<file path="src/core/via_pkg.sv">
// Purpose: Shared constants for the vectored interrupt arbiter.
// Assumes: Sources are numbered by their default priority, zero first.
// Notes: Vector of maskable source n is the base plus two times n.
package via_pkg;
    // =====================================================================
    // Source counts and indices
    // =====================================================================
    localparam int VIA_NUM_SRC = 19;
    localparam int VIA_IDX_W = 5;
    localparam int VIA_SRC_WDT = 0;
    localparam int VIA_SRC_PIN0 = 1;
    localparam int VIA_SRC_PIN1 = 2;
    localparam int VIA_SRC_SER_TX = 3;
    localparam int VIA_SRC_SER_RX = 4;
    localparam int VIA_SRC_RX_ERR = 5;
    localparam int VIA_SRC_TM1_UP = 6;
    localparam int VIA_SRC_TM0 = 7;
    localparam int VIA_SRC_TM1 = 8;
    localparam int VIA_SRC_ADC = 9;
    localparam int VIA_SRC_KEY = 10;
    localparam int VIA_SRC_PIN2 = 11;
    localparam int VIA_SRC_PIN3 = 12;
    localparam int VIA_SRC_TM3_UP = 13;
    localparam int VIA_SRC_TWC = 14;
    localparam int VIA_SRC_TM2 = 15;
    localparam int VIA_SRC_TM3 = 16;
    localparam int VIA_SRC_ITV = 17;
    localparam int VIA_SRC_CMP = 18;

    // =====================================================================
    // Vectors, levels, opcodes and reset values
    // =====================================================================
    localparam logic [15:0] VIA_VEC_RESET = 16'h0000;
    localparam logic [15:0] VIA_VEC_BASE = 16'h0004;
    localparam logic [15:0] VIA_VEC_STEP = 16'h0002;
    localparam logic [15:0] VIA_VEC_BRK = 16'h007e;
    localparam logic [7:0] VIA_OPC_ILLEGAL = 8'hff;
    localparam logic [1:0] VIA_LVL_LOWEST = 2'h3;
    localparam logic VIA_MASK_RST = 1'h1;
    localparam logic VIA_PR_RST = 1'h1;
    localparam logic VIA_FLAG_RST = 1'h0;
endpackage : via_pkg

</file>
<file path="src/core/via_req_cell.sv">
// Purpose: One request flag of the vectored interrupt arbiter.
// Assumes: Set, acknowledge clear and software clear are one-cycle pulses.
// Notes: A set in the same cycle as a clear keeps the flag set.
`timescale 1ns/1ns
`default_nettype none
module via_req_cell
    import via_pkg::*;
(
    // Clock and reset.
    input wire logic clk_sys,
    input wire logic srst,
    // Flag control.
    input wire logic set_evt,
    input wire logic clr_ack,
    input wire logic clr_sw,
    // Flag state.
    output logic flag_ff
);
    // =====================================================================
    // State
    // =====================================================================
    typedef struct packed {
        logic flag;
    } via_cell_st_t;

    via_cell_st_t st_ff;
    via_cell_st_t nxt_st;

    // =====================================================================
    // Next state
    // =====================================================================
    always_comb begin
        nxt_st = st_ff;
        // Set and clear.
        if (set_evt) begin
            nxt_st.flag = 1'h1;
        end else if (clr_ack || clr_sw) begin
            nxt_st.flag = 1'h0;
        end
    end

    always_ff @(posedge clk_sys) begin
        if (srst) begin
            st_ff.flag <= VIA_FLAG_RST;
        end else begin
            st_ff <= nxt_st;
        end
    end

    assign flag_ff = st_ff.flag;
endmodule : via_req_cell
`default_nettype wire

</file>
<file path="src/core/via_arbiter.sv">
// Purpose: Vectored interrupt arbiter resolving request sources to one vector.
// Assumes: Core raises accept_window at instruction boundaries it can interrupt.
// Notes: Reset branch beats software break, which beats maskable requests.
//
// Behaviour
// Each maskable source has a two-bit level; levels decide before fixed order.
// A higher-level request can preempt a handler running at a lower level.
// Equal levels resolve by default order, lowest source number wins.
// Any pending unmasked request raises the standby release output.
// Software break vectors through 007EH regardless of enable and arbitration.
// All vectors are sixteen-bit addresses inside the first 64 K.
// Pin reset, power-on reset, watchdog overflow and trap branch to 0000H.
// Executing opcode FFH triggers the trap reset.
// Under debug emulation an illegal opcode raises no trap reset.
// Watchdog interval request is source 0, vector 0004H.
// Pin edge requests 0 and 1 are sources 1 and 2, vectors 0006H, 0008H.
// Serial transmit, clocked serial 0 and two-wire end share source 3, 000AH.
// Serial receive end, shared with clocked serial 1, is source 4, 000CH.
// Receive error is source 5, vector 000EH.
// Timer channel 1 upper, channel 0, channel 1 are sources 6 to 8.
// Conversion end is source 9 at 0016H; key return source 10 at 0018H.
// Pin edges 2 and 3 at 001AH, 001CH; two-wire controller source 14, 0020H.
// Timer 3 upper, timer 2, timer 3 are sources 13, 15, 16.
// Interval timer and comparator are sources 17 and 18, lowest order.
// After a handler the core resumes the interrupted flow.
// Flags set on request, clear on acknowledge, clear on reset.
// Mask bits reset to one; zero enables servicing.
// The three shared serial events set one flag under one mask and level.
// Acknowledge needs global enable, clear mask, level not below in-service.
// Acknowledge presents the vector and the new in-service level.
`timescale 1ns/1ns
`default_nettype none
module via_arbiter
    import via_pkg::*;
#(
    parameter int NUM_SRC = VIA_NUM_SRC
)
(
    // Clock and reset.
    input wire logic clk_sys,
    input wire logic srst,
    // Maskable request events.
    input wire logic watchdog_interval_req,
    input wire logic pin_edge_req_0,
    input wire logic pin_edge_req_1,
    input wire logic serial_tx_end_req,
    input wire logic clocked_serial0_end_req,
    input wire logic simple_twowire_end_req,
    input wire logic serial_rx_end_req,
    input wire logic clocked_serial1_end_req,
    input wire logic serial_rx_error_req,
    input wire logic timer_ch1_upper_req,
    input wire logic timer_ch0_req,
    input wire logic timer_ch1_req,
    input wire logic conversion_done_req,
    input wire logic key_return_req,
    input wire logic pin_edge_req_2,
    input wire logic pin_edge_req_3,
    input wire logic timer_ch3_upper_req,
    input wire logic twowire_ctrl_end_req,
    input wire logic timer_ch2_req,
    input wire logic timer_ch3_req,
    input wire logic interval_timer_req,
    input wire logic comparator_edge_req,
    // Software configuration.
    input wire logic cfg_wr,
    input wire logic [NUM_SRC-1:0] cfg_mask_in,
    input wire logic [NUM_SRC-1:0] cfg_pr0_in,
    input wire logic [NUM_SRC-1:0] cfg_pr1_in,
    input wire logic [NUM_SRC-1:0] flag_sw_clr,
    // Core status.
    input wire logic global_irq_enable,
    input wire logic in_service_level_bit0,
    input wire logic in_service_level_bit1,
    input wire logic accept_window,
    input wire logic software_break_instr,
    input wire logic opcode_exec,
    input wire logic [7:0] opcode_in,
    input wire logic debug_emulation,
    // Reset causes.
    input wire logic ext_reset_pin,
    input wire logic selectable_power_on_reset,
    input wire logic watchdog_overflow,
    // Answer to the core.
    output logic irq_ack_ff,
    output logic [15:0] vector_ff,
    output logic [1:0] new_level_ff,
    output logic reset_branch_ff,
    output logic trap_reset_ff,
    output logic standby_release_ff,
    // Status.
    output logic [NUM_SRC-1:0] req_flags_ff,
    output logic [NUM_SRC-1:0] source_mask_flag_ff,
    output logic [NUM_SRC-1:0] priority_select_bit0_ff,
    output logic [NUM_SRC-1:0] priority_select_bit1_ff
);
    // =====================================================================
    // State
    // =====================================================================
    typedef struct packed {
        logic ack;
        logic mask_ack;
        logic [15:0] vec;
        logic [1:0] lvl;
        logic rst_br;
        logic trap;
        logic stby;
        logic [NUM_SRC-1:0] mask;
        logic [NUM_SRC-1:0] pr0;
        logic [NUM_SRC-1:0] pr1;
    } via_st_t;

    via_st_t st_ff;
    via_st_t nxt_st;
    logic [NUM_SRC-1:0] evt;
    logic [NUM_SRC-1:0] flags;
    logic [NUM_SRC-1:0] ack_clr;
    logic [1:0] isp;
    logic trap_now;
    logic rst_now;

    // =====================================================================
    // Source mapping
    // =====================================================================
    always_comb begin
        evt = '0;
        // Watchdog interval source.
        evt[VIA_SRC_WDT] = watchdog_interval_req;
        // Pin edge sources.
        evt[VIA_SRC_PIN0] = pin_edge_req_0;
        evt[VIA_SRC_PIN1] = pin_edge_req_1;
        // Shared serial end.
        // One shared flag.
        evt[VIA_SRC_SER_TX] = serial_tx_end_req | clocked_serial0_end_req
            | simple_twowire_end_req;
        // Shared receive end.
        evt[VIA_SRC_SER_RX] = serial_rx_end_req | clocked_serial1_end_req;
        // Receive error source.
        evt[VIA_SRC_RX_ERR] = serial_rx_error_req;
        // Timer sources.
        evt[VIA_SRC_TM1_UP] = timer_ch1_upper_req;
        evt[VIA_SRC_TM0] = timer_ch0_req;
        evt[VIA_SRC_TM1] = timer_ch1_req;
        // Conversion and key.
        evt[VIA_SRC_ADC] = conversion_done_req;
        evt[VIA_SRC_KEY] = key_return_req;
        // Extra pins, controller.
        evt[VIA_SRC_PIN2] = pin_edge_req_2;
        evt[VIA_SRC_PIN3] = pin_edge_req_3;
        evt[VIA_SRC_TWC] = twowire_ctrl_end_req;
        // Extra timer sources.
        evt[VIA_SRC_TM3_UP] = timer_ch3_upper_req;
        evt[VIA_SRC_TM2] = timer_ch2_req;
        evt[VIA_SRC_TM3] = timer_ch3_req;
        // Lowest order sources.
        evt[VIA_SRC_ITV] = interval_timer_req;
        evt[VIA_SRC_CMP] = comparator_edge_req;
    end

    // =====================================================================
    // Request flags
    // =====================================================================
    for (genvar g = 0; g < NUM_SRC; g++) begin : g_flag
        via_req_cell u_cell (
            .clk_sys(clk_sys),
            .srst(srst),
            .set_evt(evt[g]),
            .clr_ack(ack_clr[g]),
            .clr_sw(flag_sw_clr[g]),
            .flag_ff(flags[g])
        );
    end

    // Level restored by core.
    assign isp = {in_service_level_bit1, in_service_level_bit0};
    // Illegal opcode detect.
    // Suppressed under debug.
    assign trap_now = opcode_exec && (opcode_in == VIA_OPC_ILLEGAL) && !debug_emulation;
    assign rst_now = ext_reset_pin || selectable_power_on_reset || watchdog_overflow
        || trap_now;

    // =====================================================================
    // Arbitration and next state
    // =====================================================================
    always_comb begin
        logic found;
        logic [1:0] best_lvl;
        logic [VIA_IDX_W-1:0] best_idx;
        logic [1:0] lvl_i;
        found = 1'h0;
        best_lvl = VIA_LVL_LOWEST;
        best_idx = '0;
        lvl_i = VIA_LVL_LOWEST;
        nxt_st = st_ff;
        ack_clr = '0;
        nxt_st.ack = 1'h0;
        nxt_st.mask_ack = 1'h0;
        nxt_st.rst_br = 1'h0;
        nxt_st.trap = 1'h0;
        // Standby release.
        nxt_st.stby = |(flags & ~st_ff.mask);
        // Software writes mask.
        if (cfg_wr) begin
            nxt_st.mask = cfg_mask_in;
            nxt_st.pr0 = cfg_pr0_in;
            nxt_st.pr1 = cfg_pr1_in;
        end
        for (int i = 0; i < NUM_SRC; i++) begin
            lvl_i = {st_ff.pr1[i], st_ff.pr0[i]};
            // Qualify each source.
            if (flags[i] && !st_ff.mask[i] && (lvl_i <= isp)) begin
                // Level first.
                // Strict compare keeps order.
                if (!found || (lvl_i < best_lvl)) begin
                    found = 1'h1;
                    best_lvl = lvl_i;
                    best_idx = VIA_IDX_W'(i);
                end
            end
        end
        if (rst_now) begin
            // Reset branch.
            nxt_st.rst_br = 1'h1;
            nxt_st.trap = trap_now;
            nxt_st.vec = VIA_VEC_RESET;
        end else if (software_break_instr) begin
            // Break bypasses enable.
            nxt_st.ack = 1'h1;
            nxt_st.vec = VIA_VEC_BRK;
            nxt_st.lvl = isp;
        end else if (global_irq_enable && accept_window && found) begin
            // Nesting by level.
            // Vector and new level.
            nxt_st.ack = 1'h1;
            nxt_st.mask_ack = 1'h1;
            nxt_st.lvl = best_lvl;
            // Sixteen-bit vector.
            nxt_st.vec = VIA_VEC_BASE + 16'(VIA_VEC_STEP * 16'(best_idx));
            // Clear on acknowledge.
            ack_clr[best_idx] = 1'h1;
        end
    end

    always_ff @(posedge clk_sys) begin
        if (srst) begin
            st_ff.ack <= 1'h0;
            st_ff.mask_ack <= 1'h0;
            st_ff.vec <= VIA_VEC_RESET;
            st_ff.lvl <= VIA_LVL_LOWEST;
            st_ff.rst_br <= 1'h0;
            st_ff.trap <= 1'h0;
            st_ff.stby <= 1'h0;
            st_ff.mask <= {NUM_SRC{VIA_MASK_RST}};
            st_ff.pr0 <= {NUM_SRC{VIA_PR_RST}};
            st_ff.pr1 <= {NUM_SRC{VIA_PR_RST}};
        end else begin
            st_ff <= nxt_st;
        end
    end

    // =====================================================================
    // Outputs
    // =====================================================================
    assign irq_ack_ff = st_ff.ack;
    assign vector_ff = st_ff.vec;
    assign new_level_ff = st_ff.lvl;
    assign reset_branch_ff = st_ff.rst_br;
    assign trap_reset_ff = st_ff.trap;
    assign standby_release_ff = st_ff.stby;
    assign req_flags_ff = flags;
    assign source_mask_flag_ff = st_ff.mask;
    assign priority_select_bit0_ff = st_ff.pr0;
    assign priority_select_bit1_ff = st_ff.pr1;
endmodule : via_arbiter
`default_nettype wire

</file>
<file path="config.mk">
export PLATFORM = sky130hd
export DESIGN_NAME = via_arbiter
export DESIGN_NICKNAME = d
export VERILOG_FILES = /design/src/core/via_pkg.sv /design/src/core/via_req_cell.sv /design/src/core/via_arbiter.sv
export SDC_FILE = /design/constraint.sdc
export NUM_CORES = 1
export LEC_CHECK = 0
export CAP_MARGIN = 15
export CORE_ASPECT_RATIO = 1.75
export CORE_MARGIN = 4
export CORE_UTILIZATION = 40
export CTS_CLUSTER_SIZE = 30
export DETAILED_ROUTE_END_ITERATION = 10
export DONT_BUFFER_PORTS = 1
export GPL_TIMING_DRIVEN = 0
export MAX_ROUTING_LAYER = met4
export SETUP_SLACK_MARGIN = 0.1
export SLEW_MARGIN = 0
export SYNTH_ARGS = -nofsm -noshare
export SYNTH_HDL_FRONTEND = slang
export SYNTH_SLANG_ARGS = --single-unit
</file>
<file path="constraint.sdc">
create_clock -name clk_sys -period 11.5 [get_ports clk_sys]
set_input_delay 1.725 -clock clk_sys [delete_from_list [all_inputs] [get_ports clk_sys]]
set_output_delay 1.725 -clock clk_sys [all_outputs]
set_load 0.01 [all_outputs]
</file>
==> metrics <==
Synth cell types 81; actual slew at the worst max-slew pin 1.06 ns; die span in y 177 µm; Worst Clk Skew 0.00760 ns; Reg power frac 0.431; Main synth FF type dfxtp_1; worst hold path class register to register; TritonCTS clock tree yes; clock group share of total power 0.349; status finished, final reports clean; total gr overflow 0; fin crit share 0.725; max_slew headroom 0.296; 1st-iter DRT viols 261; postcts setup bufs 0; Lkg Pwr 3.10 nW; peak supply drop 71.8 µV; crit-path cells inv_1, ha_1, nand2_1, o21ai_2, a222oi_1, nand4_1, nand3b_1, a211o_1, o2111ai_1, or4b_4, a41oi_2, o31ai_2, a31oi_1, a211oi_1, or2_1, or2_1, buf_2, a21oi_1, ha_1, or4_1, a31oi_1, o21ba_1; Area growth syn-to-layout 8.53%; R2R Path Start priority_select_bit0_ff[1]; Max Clock Freq 120 MHz; DIE WIDTH 104 µm; Pre-antenna DRT Iters 5; final setup vio count 0; CP startpoint kind primary input; Clock Sinks 88; Hold Crit Start vector_ff[3]; register area 0.00176 mm²; number of global-route vias before repair 6409; Worst Path Required 11.78 ns; Worst Setup End Kind register; die footprint 0.0184 mm²; Cell Pwr Density 118 mW/mm²; switching share of power 0.335; R2R cell count 22; Tmin final 8.33 ns; endpoints failing hold 0; CP max stage cell a222oi_1; Max Root-Sink Buffers 2; hold depth 2; initial antenna violation count 0; Setup CP Type primary input to register; cts hold-fix bufs 0; wire length per cell 22.5 µm; Antenna Cells 0; IO Pins 217; Starting Density 0.407; Gates resized, CTS repair 0; Core Region 0.0160 mm²; CTS buffer count 9; crit path DAT 8.61 ns; Worst R2R End vector_ff[4]; first-pass GRT wire length 35500 µm; multi-input combinational cell area 0.00430 mm²; register bit total from synthesis 88; Post-synth EDFFs 0; # Max-Cap Violations 0; setup_tns 0 ns; Synth Warn # 0; routability cong. 0.940; htree depth 3; critical path's largest stage delay 0.92 ns; leading cell types in the layout, fill and taps excluded nand2_1 (105), dfxtp_1 (88), nor2b_1 (50); HPWL Detailed 19000 µm; ANT nets after route 0; Post-synth ARST share 0; Slew Limit Fails 0; Clock Latency Late Sink 0.34 ns; vias per cell 6.05; WHS Endpoint vector_ff[3]; RSZ-0062 raised after global routing false; drt total wl 23500 µm; DR DRC count 0; worst hold slack 0.545 ns; delay-heaviest family, CP compound AO/OA/AOI/OAI gates; largest net degree at the start of global routing 21; dpl ws 2.91 ns; Cells after Synth 832; Final WS setup 3.17 ns; I/O Buffers 0; combinational share of power 0.219; flop2flop setup slack 4.77 ns; Mapped Area 0.00650 mm²; commonest non-fill, non-tap cell in the layout nand2_1; Fillers 1651; Net Sw Power 277 µW; FP Rows 61; sequential fraction of the synthesis area 0.271; Worst Path Max Fanout 19; Reg clk slew, reported paths 0.06 ns; share of cells above drive strength 1 0.0828; Internal 551 µW; syn_area_per_cell 7.81 µm²; Final Net Count 1011; Buf+Inv Stages, Crit Path 2; GRT Util Overall 0.254; root buf cell clkbuf_16; vias post-DR 6328
==> power by group through the flow <==
stage	registers, mW	logic (mW)	clock network (mW)
finish	0.357	0.182	0.290
global route	0.360	0.204	0.307
detailed placement	0.364	0.181	0
CTS	0.357	0.182	0.297
global placement	0.364	0.179	0
floorplan	0.352	0.141	0
==> cells in the mapped netlist (3+ instances only) <==
| master | instances | area share |
|---|---|---|
| nand2_1 | 105 | 0.061 |
| dfxtp_1 | 88 | 0.27 |
| nor2b_1 | 50 | 0.048 |
| o21ai_0 | 45 | 0.035 |
| a21oi_1 | 44 | 0.034 |
| nor2_1 | 44 | 0.025 |
| inv_1 | 43 | 0.025 |
| ha_1 | 40 | 0.077 |
| mux2i_1 | 33 | 0.051 |
| o211ai_1 | 33 | 0.038 |
| buf_4 | 29 | 0.034 |
| nor3_1 | 26 | 0.020 |
| clkbuf_1 | 19 | 0.011 |
| nand2b_1 | 14 | 0.013 |
| nand3_1 | 14 | 0.011 |
| a211oi_1 | 12 | 0.014 |
| o21a_1 | 11 | 0.013 |
| a21o_1 | 10 | 0.012 |
| nor4_1 | 10 | 0.0096 |
| or3_1 | 10 | 0.0096 |
| nand4_1 | 9 | 0.0087 |
| o21bai_1 | 8 | 0.0092 |
| and2_1 | 7 | 0.0067 |
| and3_1 | 7 | 0.0067 |
| a22oi_1 | 6 | 0.0069 |
| a31oi_1 | 6 | 0.0058 |
| or2_2 | 6 | 0.0058 |
| a211o_1 | 5 | 0.0067 |
| o31ai_1 | 5 | 0.0058 |
| a21boi_0 | 4 | 0.0046 |
| a2bb2oi_1 | 4 | 0.0054 |
| a311oi_1 | 4 | 0.0054 |
| maj3_1 | 4 | 0.0062 |
| o2111ai_1 | 4 | 0.0054 |
| o22ai_1 | 4 | 0.0039 |
| buf_1 | 3 | 0.0017 |
| nand3b_1 | 3 | 0.0035 |
| o32ai_1 | 3 | 0.0040 |
| o41ai_1 | 3 | 0.0040 |
| or2_1 | 3 | 0.0029 |
| or4_1 | 3 | 0.0035 |
==> cell type report <==
cell class                 count  area share
multi-input combinational    657       0.609
sequential                    88       0.250
buffer                        53      0.0440
clock buffer                  11      0.0344
tap                          189      0.0335
inverter                      43      0.0229
clock inverter                 5     0.00586
==> metrics by stage <==
step                      power, mW  instances  area [µm²]   util
after global routing          0.871       1046        7050  0.442
after CTS                     0.836       1046        7050  0.442
final                         0.828       1046        7050  0.442
after global placement        0.543       1030        6770  0.424
after floorplan               0.493        841        6530      -
after detailed placement      0.545       1030        6770  0.424
==> worst max path at each step <==
stage	start	slack, ns	end	depth (start not counted)
2_1_floorplan	in_service_level_bit1	4.41	vector_ff[4]	22
3_3_place_gp	in_service_level_bit1	2.93	vector_ff[4]	22
3_5_place_dp	in_service_level_bit1	2.91	vector_ff[4]	22
4_1_cts	in_service_level_bit1	3.20	vector_ff[4]	22
5_1_grt	in_service_level_bit1	2.70	vector_ff[4]	21
6_report	in_service_level_bit1	3.17	vector_ff[4]	22
==> tightest hold or removal path: stages (launching register included) <==
cell,delay (ns)
dfxtp_1,0.35
nand2_1,0.07
a31oi_1,0.07
==> state kept, by name (all words and copies together) (netlist names) <==
signal                   flops
g_flag.u_cell.flag_ff       19
irq_ack_ff                   1
new_level_ff                 2
priority_select_bit0_ff     19
priority_select_bit1_ff     19
reset_branch_ff              1
source_mask_flag_ff         19
standby_release_ff           1
trap_reset_ff                1
vector_ff                    6
==> logic make-up (layout without fill, tap and decap cells) <==
group                      Yosys count  in the layout  share of synthesized area
and+or+nand+nor                    324            324                      0.254
AOI/OAI and AO/OA                  245            245                      0.266
buffers and inverters               96            112                     0.0726
DFF                                 88             88                      0.271
adders and majority gates           45             45                     0.0849
muxes                               33             33                     0.0508
other                                1             10                   0.000577
==> routing by layer <==
metal | vias to the layer above | GRT usage | wire (µm)
li1 | 3064 | - | -
met1 | 2994 | 0.248 | 8590
met2 | 220 | 0.488 | 12800
met3 | 50 | 0.0465 | 1270
met4 | 0 | 0.100 | 874
met5 | - | - | 0
No activity file was read; power rests on OpenSTA's default activity.
